<file path="config.mk">
export PLATFORM = sky130hd
export DESIGN_NAME = deduc_top
export DESIGN_NICKNAME = d
export VERILOG_FILES = /design/src/deduc_pkg.sv /design/src/deduc_pin_if.sv /design/src/deduc_pin_stage.sv /design/src/deduc_top.sv
export VERILOG_INCLUDE_DIRS = /design/src /design/src/src
export SDC_FILE = /design/constraint.sdc
export NUM_CORES = 1
export LEC_CHECK = 0
export BUFFER_PORTS_ARGS = -buffer_cell sky130_fd_sc_hd__buf_2
export CELL_PAD_IN_SITES_DETAIL_PLACEMENT = 1
export CELL_PAD_IN_SITES_GLOBAL_PLACEMENT = 1
export CORE_ASPECT_RATIO = 1.2
export CORE_MARGIN = 2
export CORE_UTILIZATION = 36
export DETAILED_ROUTE_END_ITERATION = 10
export PLACE_DENSITY = 0.85
export RECOVER_POWER = 50
export SLEW_MARGIN = 20
export SYNTH_ARGS = -nofsm -noshare
export SYNTH_HDL_FRONTEND = slang
export SYNTH_SLANG_ARGS = --single-unit
</file>
<file path="constraint.sdc">
create_clock -name CORE_CLK_I -period 3.6 [get_ports CORE_CLK_I]
set_input_delay 0.72 -clock CORE_CLK_I [delete_from_list [all_inputs] [get_ports CORE_CLK_I]]
set_output_delay 0.72 -clock CORE_CLK_I [all_outputs]
set_load 0.005 [all_outputs]
</file>
<file path="src/deduc_params.svh">
// Select codes, field positions, reset values and timing counts
`ifndef DEDUC_PARAMS_SVH
`define DEDUC_PARAMS_SVH

// Register select codes on the model register port
`define DEDUC_SEL_CTRL 2'h0
`define DEDUC_SEL_CNT_A 2'h1
`define DEDUC_SEL_CNT_B 2'h2

// Field positions inside counter_setup_control
`define DEDUC_EVT_A_LSB 0
`define DEDUC_CC_A_LSB 6
`define DEDUC_PF_A_BIT 9
`define DEDUC_EVT_B_LSB 16
`define DEDUC_CC_B_LSB 22
`define DEDUC_PF_B_BIT 25
`define DEDUC_EVT_W 6
`define DEDUC_CC_W 3

// Implemented control bits and their reset value
`define DEDUC_CTRL_MASK 32'h03FF_03FF
`define DEDUC_CTRL_RST 32'h0000_0000

// Counter width and pin timing in core clocks
`define DEDUC_CNT_W 40
`define DEDUC_OVF_LAT_CLK 5
`define DEDUC_EXT_RATIO 2

// Privilege levels of interest
`define DEDUC_CPL_KERNEL 2'h0
`define DEDUC_CPL_USER 2'h3

`endif

</file>
<file path="src/deduc_pkg.sv">
// Types and the shared counting-step decode of the counter unit
`include "deduc_params.svh"
package deduc_pkg;

	// One counter value
	typedef logic [`DEDUC_CNT_W-1:0] deduc_cnt_t;

	// Count control field: duration select, user enable, supervisor enable
	typedef struct packed {
		logic dur;
		logic user_en;
		logic sup_en;
	} deduc_cc_t;

	// Result of one clock of counting
	typedef struct packed {
		logic [1:0] amt;
		logic hit;
	} deduc_step_t;

	// Decide how far a counter moves this clock
	function automatic deduc_step_t deduc_step(input deduc_cc_t cc, input logic [1:0] current_privilege_level,
		input logic hit, input logic dbl);
		deduc_step_t s;
		logic run;
		s = '0;
		// Middle bit gates level 3, low bit gates levels 0 to 2
		run = (current_privilege_level == `DEDUC_CPL_USER) ? cc.user_en : cc.sup_en;
		if (run && hit) begin
			s.hit = 1'b1;
			// Duration mode counts clocks, so never two per clock
			s.amt = (!cc.dur && dbl) ? 2'h2 : 2'h1;
		end
		return s;
	endfunction : deduc_step

endpackage : deduc_pkg

</file>
<file path="src/deduc_pin_if.sv">
// Bundle between counting core and monitor pin stage
`timescale 1ns/1ps
interface deduc_pin_if #(
	parameter int W = 2
);
	logic [W-1:0] ind;
	logic [W-1:0] bp_en;
	logic [W-1:0] bp_val;
	logic [W-1:0] pin;

	// Core side feeds indications, reads pins back
	modport drv (output ind, output bp_en, output bp_val, input pin);
	// Stage side turns indications into pin levels
	modport stage (input ind, input bp_en, input bp_val, output pin);
endinterface : deduc_pin_if

</file>
<file path="src/deduc_pin_stage.sv">
// Latch, delay and stretch stage in front of the monitor pins
`timescale 1ns/1ps
module deduc_pin_stage #(
	parameter int LAT = 5,
	parameter int RATIO = 2
) (
	input wire logic clk_i,
	input wire logic rst_b_i,
	input wire logic ce_i,
	deduc_pin_if.stage pif
);
	localparam int W = $bits(pif.ind);
	localparam int HOLD_W = $clog2(RATIO) + 1;

	// Delay line, one entry per latch stage
	logic [W-1:0] chain_q [LAT-1];
	// Per-pin stretch counters
	logic [HOLD_W-1:0] hold_q [W];

	// Shift indications toward the pins
	always_ff @(posedge clk_i or negedge rst_b_i) begin
		if (!rst_b_i) begin
			for (int i = 0; i < LAT-1; i++) begin
				chain_q[i] <= '0;
			end
		end else if (ce_i) begin
			chain_q[0] <= pif.ind;
			for (int i = 1; i < LAT-1; i++) begin
				chain_q[i] <= chain_q[i-1];
			end
		end
	end

	// Stretch each pulse so a slow outside clock still sees it
	always_ff @(posedge clk_i or negedge rst_b_i) begin
		if (!rst_b_i) begin
			for (int b = 0; b < W; b++) begin
				hold_q[b] <= '0;
			end
		end else if (ce_i) begin
			for (int b = 0; b < W; b++) begin
				if (chain_q[LAT-2][b]) begin
					hold_q[b] <= HOLD_W'(RATIO-1);
				end else if (hold_q[b] != '0) begin
					hold_q[b] <= hold_q[b] - 1'b1;
				end
			end
		end
	end

	// Pin flops; breakpoint use overrides counting use
	always_ff @(posedge clk_i or negedge rst_b_i) begin
		if (!rst_b_i) begin
			pif.pin <= '0;
		end else if (ce_i) begin
			for (int b = 0; b < W; b++) begin
				if (pif.bp_en[b]) begin
					pif.pin[b] <= pif.bp_val[b];
				end else begin
					pif.pin[b] <= chain_q[LAT-2][b] | (hold_q[b] != '0);
				end
			end
		end
	end

endmodule : deduc_pin_stage

</file>
<file path="src/deduc_top.sv">
// Dual 40-bit event and duration counter unit with monitor pins
`timescale 1ns/1ps
`include "deduc_params.svh"
module deduc_top
	import deduc_pkg::*;
#(
	parameter int EVT_N = 64,
	parameter int LAT = `DEDUC_OVF_LAT_CLK,
	parameter int RATIO = `DEDUC_EXT_RATIO
) (
	input wire logic CORE_CLK_I,
	input wire logic RST_B_I,
	input wire logic CE_I,
	input wire logic [1:0] CPL_I,
	input wire logic MSR_RD_I,
	input wire logic MSR_WR_I,
	input wire logic [1:0] MSR_SEL_I,
	input wire logic [63:0] MSR_WDATA_I,
	input wire logic [EVT_N-1:0] EVT_HIT_I,
	input wire logic [EVT_N-1:0] EVT_DBL_I,
	input wire logic BP_SEL_I,
	input wire logic [1:0] BP_MATCH_I,
	output logic [63:0] MSR_RDATA_O,
	output logic MSR_RVALID_O,
	output logic MSR_FAULT_O,
	output logic MONITOR_PIN_A_O,
	output logic MONITOR_PIN_B_O
);
	// Per-counter field positions, index 0 is counter a
	localparam int EVT_LSB [2] = '{`DEDUC_EVT_A_LSB, `DEDUC_EVT_B_LSB};
	localparam int CC_LSB [2] = '{`DEDUC_CC_A_LSB, `DEDUC_CC_B_LSB};
	localparam int PF_BIT [2] = '{`DEDUC_PF_A_BIT, `DEDUC_PF_B_BIT};

	// counter_setup_control register
	logic [31:0] counter_setup_control_q;
	// event_counter_a and event_counter_b
	deduc_cnt_t event_counter_q [2];
	// Raw pin indications, one per counter
	logic [1:0] ind_q;
	logic [1:0] ind_d;
	// Read answer flops
	logic [63:0] rdata_q;
	logic rvalid_q;
	logic fault_q;
	// Debugger select synchroniser
	logic bp_sync1_q;
	logic bp_sync2_q;

	// Decoded access
	logic kernel;
	logic sel_hit;
	logic acc_ok;
	logic wr_ok;
	logic rd_ok;
	logic [1:0] cnt_wr;

	// Per-counter decode
	deduc_cc_t cc [2];
	logic [`DEDUC_EVT_W-1:0] evt_code [2];
	logic pin_flag [2];
	deduc_step_t step [2];
	logic [`DEDUC_CNT_W:0] sum [2];
	logic carry [2];

	// Access gating by privilege and select
	assign kernel = (CPL_I == `DEDUC_CPL_KERNEL);
	assign sel_hit = (MSR_SEL_I == `DEDUC_SEL_CTRL) ||
		(MSR_SEL_I == `DEDUC_SEL_CNT_A) ||
		(MSR_SEL_I == `DEDUC_SEL_CNT_B);
	assign acc_ok = kernel && sel_hit;
	assign wr_ok = MSR_WR_I && acc_ok;
	assign rd_ok = MSR_RD_I && acc_ok;
	assign cnt_wr[0] = wr_ok && (MSR_SEL_I == `DEDUC_SEL_CNT_A);
	assign cnt_wr[1] = wr_ok && (MSR_SEL_I == `DEDUC_SEL_CNT_B);

	// Field decode and counting step for each counter
	always_comb begin
		for (int i = 0; i < 2; i++) begin
			// Event code picks one of the event lines
			evt_code[i] = counter_setup_control_q[EVT_LSB[i] +: `DEDUC_EVT_W];
			cc[i] = deduc_cc_t'(counter_setup_control_q[CC_LSB[i] +: `DEDUC_CC_W]);
			pin_flag[i] = counter_setup_control_q[PF_BIT[i]];
			// Privilege gating and duration choice live in the step decode
			step[i] = deduc_step(cc[i], CPL_I, EVT_HIT_I[evt_code[i]],
				EVT_DBL_I[evt_code[i]]);
			// One extra bit catches the carry
			sum[i] = {1'b0, event_counter_q[i]} +
				(`DEDUC_CNT_W+1)'(step[i].amt);
			carry[i] = sum[i][`DEDUC_CNT_W];
		end
	end

	// Indication per counter, selected by the pin flag
	always_comb begin
		for (int i = 0; i < 2; i++) begin
			if (cnt_wr[i]) begin
				// A preset this clock replaces the count, so no indication
				ind_d[i] = 1'b0;
			end else if (pin_flag[i]) begin
				ind_d[i] = carry[i];
			end else begin
				// One bit only: a step of two looks like a step of one
				ind_d[i] = step[i].hit;
			end
		end
	end

	// Control register: cleared by reset, whole-word writes only
	always_ff @(posedge CORE_CLK_I or negedge RST_B_I) begin
		if (!RST_B_I) begin
			counter_setup_control_q <= `DEDUC_CTRL_RST;
		end else if (CE_I) begin
			if (wr_ok && (MSR_SEL_I == `DEDUC_SEL_CTRL)) begin
				// Unused bits never stored, so they read back as zero
				counter_setup_control_q <= MSR_WDATA_I[31:0] & `DEDUC_CTRL_MASK;
			end
		end
	end

	// Counters: a software preset wins over counting in the same clock
	always_ff @(posedge CORE_CLK_I or negedge RST_B_I) begin
		if (!RST_B_I) begin
			for (int i = 0; i < 2; i++) begin
				event_counter_q[i] <= '0;
			end
		end else if (CE_I) begin
			for (int i = 0; i < 2; i++) begin
				if (cnt_wr[i]) begin
					event_counter_q[i] <= MSR_WDATA_I[`DEDUC_CNT_W-1:0];
				end else begin
					// Dropping the carry wraps the count round through zero and counting goes on
					event_counter_q[i] <= sum[i][`DEDUC_CNT_W-1:0];
				end
			end
		end
	end

	// First latch of the pin indications
	always_ff @(posedge CORE_CLK_I or negedge RST_B_I) begin
		if (!RST_B_I) begin
			ind_q <= '0;
		end else if (CE_I) begin
			ind_q <= ind_d;
		end
	end

	// Read data and answer strobes
	always_ff @(posedge CORE_CLK_I or negedge RST_B_I) begin
		if (!RST_B_I) begin
			rdata_q <= '0;
			rvalid_q <= 1'b0;
			fault_q <= 1'b0;
		end else if (CE_I) begin
			rvalid_q <= rd_ok;
			// Wrong privilege or unknown select is refused with a fault
			fault_q <= (MSR_RD_I || MSR_WR_I) && !acc_ok;
			if (rd_ok) begin
				unique case (MSR_SEL_I)
					`DEDUC_SEL_CTRL: begin
						rdata_q <= 64'(counter_setup_control_q);
					end
					`DEDUC_SEL_CNT_A: begin
						// Running counters may be sampled at any time
						rdata_q <= 64'(event_counter_q[0]);
					end
					`DEDUC_SEL_CNT_B: begin
						rdata_q <= 64'(event_counter_q[1]);
					end
					default: begin
						rdata_q <= '0;
					end
				endcase
			end
		end
	end

	// Debugger select comes from a pin, so two flops first
	always_ff @(posedge CORE_CLK_I or negedge RST_B_I) begin
		if (!RST_B_I) begin
			bp_sync1_q <= 1'b0;
			bp_sync2_q <= 1'b0;
		end else if (CE_I) begin
			bp_sync1_q <= BP_SEL_I;
			bp_sync2_q <= bp_sync1_q;
		end
	end

	// Pin stage bundle
	deduc_pin_if #(.W(2)) pin_bus ();

	assign pin_bus.ind = ind_q;
	// Breakpoint use takes both pins together
	assign pin_bus.bp_en = {2{bp_sync2_q}};
	assign pin_bus.bp_val = BP_MATCH_I;

	// Delay and stretch before the outside world sees it
	deduc_pin_stage #(
		.LAT(LAT),
		.RATIO(RATIO)
	) u_pin_stage (
		.clk_i(CORE_CLK_I),
		.rst_b_i(RST_B_I),
		.ce_i(CE_I),
		.pif(pin_bus)
	);

	// Outputs, each straight from a flop
	assign MSR_RDATA_O = rdata_q;
	assign MSR_RVALID_O = rvalid_q;
	assign MSR_FAULT_O = fault_q;
	assign MONITOR_PIN_A_O = pin_bus.pin[0];
	assign MONITOR_PIN_B_O = pin_bus.pin[1];
endmodule : deduc_top

</file>
* Word-level counts from Yosys, hierarchy flattened
Index checks and enable logic that the tools add are counted.
Word-level totals: register bits after elaboration 184, input port bits 204, output and inout bits 68, word-level logic and storage cells 81
Operators by class: add/sub/neg operators 4, $lt $le $gt $ge 2, eq/ne operators 3, muxes and demuxes 27, bitwise gates (word level) 2, reduce and logical (&&, ||, !) cells 27
Operator list (count):
- case mux 40 bit (3 select lines) | 1
- adder 40 x 2 -> 41 bit | 2
- two-way mux 40 bit | 2
- binary-select mux 1 bit (select 6 bit) | 4
- less-than comparator 6 x 7 -> 1 bit, second input constant | 2
- two-way mux 1 bit | 12
- two-way mux 2 bit | 6
- logical AND 1 bit | 11
- AND reduction 2 bit | 4
- nonzero test 2 bit | 4
- two-way mux 3 bit | 2
- equality test 2 bit, second input constant | 2
- logical NOT 2 bit | 2
- subtractor 2 x 1 -> 2 bit, second input constant | 2
- logical NOT 1 bit | 3
- logical OR 1 bit | 3
- equality test 2 x 1 -> 1 bit, second input constant | 1
- bitwise OR 1 bit | 2

* Longest topological paths before layout
Gate-level depths: netlist (run 1).
depth in word-level cells 8, mapped depth 19, gate-level depth less buffers 15

* By module
A second synthesis (run 1) with hierarchy kept.
Second synthesis, totals: cells, all modules 1198, area, all modules 10999.3 um^2
By module, submodules not included:
- deduc_top | times used 1, cells an instance 1145, area each 10372.4 um^2, sequential area each 3653.5 um^2
- deduc_pin_stage | times used 1, cells an instance 53, area each 626.9 um^2, sequential area each 350.3 um^2

* Worst setup path after synthesis (run 1)
Ideal clock, no wire load.
path type in2reg, from input EVT_DBL_I[15], to register ind_q[0], setup time 78 ps, data arrival time 3902 ps, required time 3522 ps, path slack -379 ps, stages on the path 15, path buffers 0, path through mux4_2 -> and2_1 -> a211oi_1 -> nor4_1 -> a22oi_1 -> nor2b_1 -> ha_1 -> inv_1 -> fa_1 -> nand3b_1 -> nor2_2 -> nand3_4 -> or4_1 -> o31a_1 -> a21oi_1
Between the ends: word-level cells in the longest chain between the ends 8
Ends and longest elaborated chain:
- from (decl) | line deduc_top.sv:20 | input wire logic [EVT_N-1:0] EVT_DBL_I,
- binary-select mux 1 bit (select 6 bit) | line deduc_top.sv:85 | EVT_DBL_I[evt_code[i]]);
- two-way mux 1 bit (not written as such) | line deduc_top.sv:85
- logical AND 1 bit | line deduc_pkg.sv:32 | s.amt = (!cc.dur && dbl) ? 2'h2 : 2'h1;
- two-way mux 2 bit | line deduc_pkg.sv:32
- two-way mux 3 bit | line deduc_pkg.sv:29 | if (run && hit) begin
- adder 40 x 2 -> 41 bit | line deduc_top.sv:87 | sum[i] = {1'b0, event_counter_q[i]} +
- two-way mux 1 bit | line deduc_top.sv:99 | end else if (pin_flag[i]) begin
- two-way mux 1 bit | line deduc_top.sv:96 | if (cnt_wr[i]) begin
- to (signal assigned) | line deduc_top.sv:143 | ind_q <= ind_d;
- to (decl) | line deduc_top.sv:39 | logic [1:0] ind_q;
No other way between the ends. The select of a mux whose other input is x is not followed. A chain may end at the register's enable or synchronous reset.

* Final worst setup path (run 1)
from register counter_setup_control_q[0], to register event_counter_q[68] in the netlist's numbering
Between the ends: word-level cells in the longest chain between the ends 7, elaborated cells on any way between the ends 10, those cells by class 1 x add/sub; 7 x mux; 2 x reduce/logical
Ends and longest elaborated chain:
- from (decl) | line deduc_top.sv:35 | logic [31:0] counter_setup_control_q;
- from (signal assigned) | line deduc_top.sv:111 | counter_setup_control_q <= `DEDUC_CTRL_RST;
- from (signal assigned) | line deduc_top.sv:115 | counter_setup_control_q <= MSR_WDATA_I[31:0] & `DEDUC_CTRL_MASK;
- binary-select mux 1 bit (select 6 bit) | line deduc_top.sv:85
- two-way mux 1 bit (not written as such) | line deduc_top.sv:85
- logical AND 1 bit | line deduc_pkg.sv:32
- two-way mux 2 bit | line deduc_pkg.sv:32
- two-way mux 3 bit * | line deduc_pkg.sv:29
- adder 40 x 2 -> 41 bit * | line deduc_top.sv:87
- two-way mux 40 bit * | line deduc_top.sv:128 | if (cnt_wr[i]) begin
- to (signal, indexed assignment) | line deduc_top.sv:129 | event_counter_q[i] <= MSR_WDATA_I[`DEDUC_CNT_W-1:0];
- to (signal, indexed assignment) | line deduc_top.sv:132 | event_counter_q[i] <= sum[i][`DEDUC_CNT_W-1:0];
- to (decl) | line deduc_top.sv:37 | deduc_cnt_t event_counter_q [2];
Mark *: on every way between the ends. The rest lies on a longest branch, timed or not. The select of a mux whose other input is x is not followed.

==> impl_metrics.json, run 1 <==
{
  "status": "finished with violations",
  "violations": "max-capacitance violations, max-slew violations, negative setup slack",
  "io_pins": 272,
  "p_sw_mw": 2.72,
  "ant_nets": 0,
  "cts.sinks": 160,
  "vias": 12400,
  "setup_violations": 66,
  "vias_per_cell": 6.32,
  "p_sw_share_pct": 37.9,
  "hold_path.class": "flip-flop to flip-flop",
  "synth-main-ff-cell": "dfrtp_1",
  "rrSetupSlack_ns": -0.57,
  "synth_simple_gate_area_share_pct": 15.9,
  "first_pass_iters": 6,
  "powerDensity_nw_per_um2": 478,
  "synth-compound-area-share_pct": 22.3,
  "dieArea_um2": 32700,
  "async_reset_ff_share_pct": 100,
  "slowest_delay_ns": 0.55,
  "crit_path_cell_trace": "buf_6 -> buf_16 -> mux4_2 -> a211oi_2 -> nor4_2 -> a22oi_2 -> nor2b_2 -> ha_2 -> inv_2 -> fa_2 -> nand3b_1 -> buf_6 -> or3_4 -> nor2_4 -> nand4_1 -> o31ai_2 -> a22o_1",
  "finalSetupTns_ns": -18.08,
  "cp.required_ns": 3.98,
  "crit_type": "flip-flop to flip-flop",
  "slowest_stage": "dfrtp_2",
  "clkTransAtPathRegs_ns": 0.07,
  "initial_core_util_pct": 36.7,
  "power_mw": 7.19,
  "cts_buffer_depth": 2,
  "synth_edf_count": 0,
  "syn_inst": 1252,
  "clock-root-buffer": "clkbuf_16",
  "finalCritPeriodShare_pct": 116,
  "fmax_ghz": 0.240,
  "grt_start_max_net_pins": 93,
  "yosysSeqAreaShare_pct": 35.6,
  "clkLatencyLatePin_ns": 0.44,
  "synth_top_family_by_area": "compound AO/OA/AOI/OAI gates",
  "rr_endpoint": "event_counter_q[68]$_DFFE_PN0P_",
  "drv_cap": 1,
  "crit_start": "counter_setup_control_q[0]$_DFFE_PN0P_",
  "ir_worst_vdd_mv": 0.368,
  "rsz0062_at_grt": "true",
  "crit_path_end_kind": "flip-flop",
  "routedWlPerCell_um": 26.3,
  "seq_power_share_pct": 37.2,
  "area_delta_synth_final_pct": 33.5,
  "yosys.area_share.adder_pct": 1.02,
  "place_inst": 1894,
  "nets": 1758,
  "grt_pass1_wl_um": 74200,
  "cp_common_cell": "buf_6",
  "min_period_ns": 4.17,
  "drcViolationCount": 0,
  "drv_slew": 41,
  "leakage_nw": 6.53,
  "timing.final.ws_setup_ns": -0.572,
  "holdWs_ns": 0.477,
  "cp_num_cells": 17,
  "path_delay_family": "simple AND/OR/NAND/NOR gates",
  "final_layout_size_suffix_gt1_share_pct": 40.0,
  "syn_avg_cell_area_um2": 8.99,
  "final_cells": 1960,
  "coreArea_um2": 30700,
  "place_congestion": 0.907,
  "r2r_cells": 17,
  "drt_iter0_drc": 1085,
  "netlist_area_um2": 11300,
  "slew_headroom_pct": -58.6,
  "grt_overflow": 0,
  "worst_slew_pin_slew_ns": 2.38,
  "endpoint": "event_counter_q[68]$_DFFE_PN0P_",
  "cts_tree": "done",
  "pwr-share-clk_pct": 25.8,
  "ctsHoldBuffers": 0,
  "placed_cell_area_um2": 13400,
  "fin_skew_ns": 0.0136,
  "synthXorXnorAreaFrac_pct": 0,
  "wl_um": 51600,
  "fp.dieH_um": 198,
  "port_buffers": 223,
  "reg2reg_from": "counter_setup_control_q[0]$_DFFE_PN0P_",
  "worst_ep_arrival_time_ns": 4.55,
  "synthMuxAreaShare_pct": 18.4,
  "crit_path_max_fanout": 7,
  "synth_cell_types": 70,
  "worst_setup_path_start_kind": "flip-flop",
  "p_int_mw": 4.46,
  "design_area_um2": 15000,
  "htreeDepth": 4,
  "nFillCells": 3570,
  "yosys_register_bits": 160,
  "dp_hpwl_um": 33700,
  "cts_made_buffers": 17,
  "combinationalPowerShare_pct": 37.0,
  "grt_antenna_before_repair": 6,
  "grt_pass1_vias": 12900,
  "globalRouteTotalUtil_pct": 30.0,
  "fp-row-count": 70,
  "hold_violations": 0,
  "ys_warn_count": 0,
  "path_buf_inv": 4,
  "die_w_um": 165
}
==> worst min path at each step <==
stage | slack (ns) | start | end | cells after the start
2_1_floorplan | 0.42 | RST_B_I | MSR_FAULT_O$_DFFE_PN0P_ | 0
3_3_place_gp | 0.45 | u_pin_stage.hold_q[2]$_DFFE_PN0P_ | u_pin_stage.hold_q[2]$_DFFE_PN0P_ | 1
6_report | 0.48 | MSR_RDATA_O[27]$_DFFE_PN0P_ | MSR_RDATA_O[27]$_DFFE_PN0P_ | 2
4_1_cts | 0.20 | RST_B_I | MSR_RDATA_O[16]$_DFFE_PN0P_ | 1
5_1_grt | 0.51 | u_pin_stage.hold_q[2]$_DFFE_PN0P_ | u_pin_stage.hold_q[2]$_DFFE_PN0P_ | 1
3_5_place_dp | 0.47 | MSR_RDATA_O[27]$_DFFE_PN0P_ | MSR_RDATA_O[27]$_DFFE_PN0P_ | 2
==> cells in the mapped netlist, drive strengths merged, types with 12 or more instances <==
cell    number  area [µm²]
a21oi      132         661
mux2        33         372
o31ai       12        90.1
nand2      141         529
o21ai      113         566
inv         25        93.8
mux4        38         860
o22ai       25         156
mux2i       84         841
nand3       39         213
nand4       19         119
clkbuf      73         274
nor2b       16         100
nor2        59         224
nor3        21         120
a22oi       55         413
dfrtp      160        4000
buf         51         390
nor4        13        81.3
and3        16         100
==> kinds of logic (layout without fill, tap and decap cells) <==
family,after synthesis,count (layout)
other cells,1,29
fa+ha+maj,8,8
buf+inv,151,435
simple gates,367,367
flops,160,160
compound gates,410,410
mux,155,155
==> sequential cells by signal, indices dropped and copies added (netlist names) <==
name,count
MSR_RVALID_O,1
ind_q,2
u_pin_stage.pif.pin,2
counter_setup_control_q,20
event_counter_q,80
MSR_RDATA_O,40
bp_sync1_q,1
u_pin_stage.chain_q,8
bp_sync2_q,1
u_pin_stage.hold_q,4
MSR_FAULT_O,1
==> cells in the final DEF, fill, tap and decap left out, types with 10 or more instances in the layout <==
master,instances
a21oi_1,119
a21oi_2,12
a22o_1,11
a22oi_1,46
and3_1,14
buf_2,221
buf_4,118
buf_6,24
clkbuf_16,17
conb_1,24
dfrtp_1,158
inv_1,23
mux2_2,33
mux2i_1,74
mux4_2,37
nand2_1,131
nand3_1,26
nand3_2,11
nand4_1,19
nor2_1,51
nor2b_1,13
nor3_1,10
o21ai_0,74
o21ai_1,27
o21ai_2,12
o22ai_1,18
==> repair_timing <==
item / in CTS / in global routing
setup buffers: 19 / 11
endpoints found under the setup margin: 66 / 76
gates cloned: 3 / 0
resized for setup: 118 / 85
endpoints found under the hold margin: 0 / 0
pin swaps: 33 / 44
==> layout make-up <==
type	count	area [µm²]	share of cell area (%)
multi-input combinational	964	7330	48.8
sequential	160	4010	26.7
timing repair buffer	376	2500	16.6
tap	396	495	3.30
clock buffer	17	425	2.83
clock inverter	15	156	1.04
inverter	27	101	0.674
antenna	5	12.5	0.0833
==> power by group through the flow <==
stage	Clock, mW	Combinational [mW]	Sequential (mW)
2_1_floorplan	0	1.39	2.50
3_3_place_gp	0	2.11	2.63
3_5_place_dp	0	2.23	2.67
4_1_cts	1.86	2.45	2.65
5_1_grt	1.94	2.84	2.73
6_report	1.85	2.66	2.68
==> worst min-delay path, delay by kind of cell, from the launching register on <==
family	cells	cell delay [ns]
simple gates	1	0.05
compound gates	1	0.06
flops	1	0.34
==> metrics by stage <==
step	worst slack [ns]	util [%]
after global routing	-0.775	49.0
after floorplan	-0.281	-
after CTS	-0.482	47.9
after detailed placement	-0.700	43.7
final	-0.572	49.0
after global placement	-0.624	43.7
==> metal layers <==
layer	vias up	track usage, %	share of wire (%)	wire length [µm]
met5	-	0	0.060	31
met4	4	16.6	5.7	2950
met3	223	6.84	9.6	4970
met2	760	50.9	49	25400
met1	6152	34.7	35	18300
li1	5245	-	-	-
(Power assumes the default switching activity.)
==> inputs of run 2 (changes only) <==
--- a/config.mk
+++ b/config.mk
@@ -9,7 +9,7 @@
 export BUFFER_PORTS_ARGS = -buffer_cell sky130_fd_sc_hd__buf_2
 export CELL_PAD_IN_SITES_DETAIL_PLACEMENT = 1
 export CELL_PAD_IN_SITES_GLOBAL_PLACEMENT = 1
-export CORE_ASPECT_RATIO = 1.2
+export CORE_ASPECT_RATIO = 0.5
 export CORE_MARGIN = 2
 export CORE_UTILIZATION = 36
 export DETAILED_ROUTE_END_ITERATION = 10
==> run 2 against run 1 <==
Compared with the run above: the flow still finishes with violations (max-capacitance violations, max-slew violations, negative setup slack); worst setup slack got worse by 0.13 ns; sequential share of layout area fell by 0.50 points; non-clock buffer count fell by 1; die area rose by 0.25%; largest power group unchanged; worst hold slack improved by 0.00057 ns; register-to-register slack got worse by 0.13 ns; combinational power rose by 3%; clock skew rose by 0.0013 ns; fmax fell by 2.9%.
==> impl_metrics.json, run 2 (synthesized netlist as in run 1, its figures left out) <==
{
  "grt_overflow": 0,
  "slew_headroom_pct": -124,
  "nets": 1757,
  "dieArea_um2": 32800,
  "combinationalPowerShare_pct": 37.3,
  "worst_slew_pin_slew_ns": 3.36,
  "cts_buffer_depth": 2,
  "nFillCells": 3493,
  "fp.dieH_um": 129,
  "hold_path.class": "flip-flop to flip-flop",
  "min_delay_path_depth": 1,
  "dp_hpwl_um": 33500,
  "min_to": "u_pin_stage.hold_q[2]$_DFFE_PN0P_",
  "grt_pass1_vias": 12700,
  "rrSetupSlack_ns": -0.70,
  "placed_cell_area_um2": 13400,
  "globalRouteTotalUtil_pct": 29.2,
  "cp.required_ns": 3.95,
  "grtUsageMet3_pct": 6.43,
  "crit_path_max_fanout": 9,
  "fin_skew_ns": 0.0148,
  "first_pass_iters": 5,
  "finalCritPeriodShare_pct": 119,
  "crit_path_end_kind": "flip-flop",
  "r2r_cells": 20,
  "min_from": "u_pin_stage.hold_q[2]$_DFFE_PN0P_",
  "timing.final.ws_setup_ns": -0.698,
  "status": "finished with violations",
  "rr_endpoint": "event_counter_q[74]$_DFFE_PN0P_",
  "multiInputGateArea_um2": 7600,
  "holdWs_ns": 0.478,
  "leakage_nw": 6.64,
  "design_area_um2": 15300,
  "p_sw_mw": 2.92,
  "drt_iter0_drc": 1374,
  "reg2reg_from": "counter_setup_control_q[0]$_DFFE_PN0P_",
  "clkLatencyLatePin_ns": 0.45,
  "mostFrequentLayoutCells": "buf_2, dfrtp_1, nand2_1",
  "layout_commonest_cell": "buf_2",
  "port_buffers": 223,
  "htreeDepth": 4,
  "top_usage_layer": "met2",
  "drv_cap": 1,
  "io_pins": 272,
  "seq_power_share_pct": 37.4,
  "vias_per_cell": 6.42,
  "place_ws_ns": -0.844,
  "cts.sinks": 160,
  "worst_setup_path_start_kind": "flip-flop",
  "p_sw_share_pct": 39.9,
  "rsz0062_at_grt": "true",
  "final_layout_size_suffix_gt1_share_pct": 41.9,
  "powerDensity_nw_per_um2": 478,
  "violations": "max-capacitance violations, max-slew violations, negative setup slack",
  "min_period_ns": 4.30,
  "met2_usage_pct": 49.7,
  "die_w_um": 254,
  "setup_violations": 72,
  "ir_worst_vdd_mv": 0.331,
  "regMostFlops": "event_counter_q",
  "ant_nets": 0,
  "clock-root-buffer": "clkbuf_16",
  "routedWlPerCell_um": 27.3,
  "vias": 12700,
  "place_congestion": 0.936,
  "fmax_ghz": 0.233,
  "p_int_mw": 4.40,
  "crit_type": "flip-flop to flip-flop",
  "cts_tree": "done",
  "ctsHoldBuffers": 0,
  "initial_core_util_pct": 36.9,
  "grt_pass1_wl_um": 73300,
  "grt_start_max_net_pins": 86,
  "grt_antenna_before_repair": 0,
  "register_area_um2": 4010,
  "worst_ep_arrival_time_ns": 4.65,
  "hold_violations": 0,
  "pwr-share-clk_pct": 25.3,
  "place_inst": 1915,
  "wl_um": 54000,
  "fp-row-count": 45,
  "gr-usage-met1_pct": 34.7,
  "drcViolationCount": 0,
  "area_delta_synth_final_pct": 36.1,
  "final_cells": 1982,
  "clkTransAtPathRegs_ns": 0.07,
  "cts_made_buffers": 17,
  "drv_slew": 57,
  "largest_register_ffs": 80,
  "coreArea_um2": 30500
}
-- run 2: worst max path at each step --
| stage | start | end | slack (ns) | cells after the start |
|---|---|---|---|---|
| after detailed placement | EVT_DBL_I[47] | event_counter_q[68]$_DFFE_PN0P_ | -0.84 | 16 |
| after global placement | EVT_DBL_I[15] | event_counter_q[70]$_DFFE_PN0P_ | -0.63 | 16 |
| after CTS | counter_setup_control_q[0]$_DFFE_PN0P_ | ind_q[0]$_DFFE_PN0P_ | -0.44 | 17 |
| final | counter_setup_control_q[0]$_DFFE_PN0P_ | event_counter_q[74]$_DFFE_PN0P_ | -0.70 | 20 |
| after floorplan | EVT_DBL_I[15] | ind_q[0]$_DFFE_PN0P_ | -0.28 | 15 |
| after global routing | counter_setup_control_q[0]$_DFFE_PN0P_ | event_counter_q[74]$_DFFE_PN0P_ | -0.85 | 20 |
-- run 2: critical path, stage by stage (launching register included) --
cell       delay, ns
dfrtp_2         0.44
buf_12          0.16
buf_4           0.19
mux2i_1         0.14
a22oi_1         0.28
a21oi_1         0.14
nor4_2          0.48
nor2_2          0.14
nor2b_4         0.17
ha_4            0.16
inv_2           0.04
fa_2            0.34
nand3b_1        0.22
buf_6           0.17
nor3_4          0.16
nand4_1         0.26
buf_4           0.25
buf_6           0.12
nor2_4          0.08
nand4_1         0.12
o2111ai_2       0.14
-- run 2: repair_timing --
action                     CTS  global route
pin swaps                   45            70
resized for setup          122           139
buffers inserted            20            21
cloned                       1             0
setup endpoints to repair   70            73
-- run 2: stage by stage --
step	utilization, %	power (mW)	TNS [ns]
final	50.2	7.33	-27.69
after global routing	50.2	7.58	-57.73
after CTS	47.9	6.88	-10.63
after detailed placement	43.9	4.88	-32.25
after global placement	43.9	4.73	-23.63
after floorplan	-	3.89	-1.82
-- run 2: power by group through the flow --
stage	sequential (mW)	combinational, mW	clock, mW
2_1_floorplan	2.50	1.39	0
3_3_place_gp	2.64	2.09	0
3_5_place_dp	2.67	2.20	0
4_1_cts	2.65	2.40	1.83
5_1_grt	2.77	2.89	1.93
6_report	2.74	2.73	1.86
-- run 2: routing by layer --
metal,up-vias,share of wire [%]
li1,5230,-
met1,6388,37
met2,857,48
met3,254,8.4
met4,0,6.1
met5,-,0
-- run 2: cell type report --
type                       instances  share of cell area (%)
antenna                            1                  0.0163
clock buffer                      19                    2.89
clock inverter                    13                   0.833
inverter                          27                   0.662
multi-input combinational        964                    49.6
sequential                       160                    26.2
tap                              423                    3.46
timing repair buffer             375                    16.4
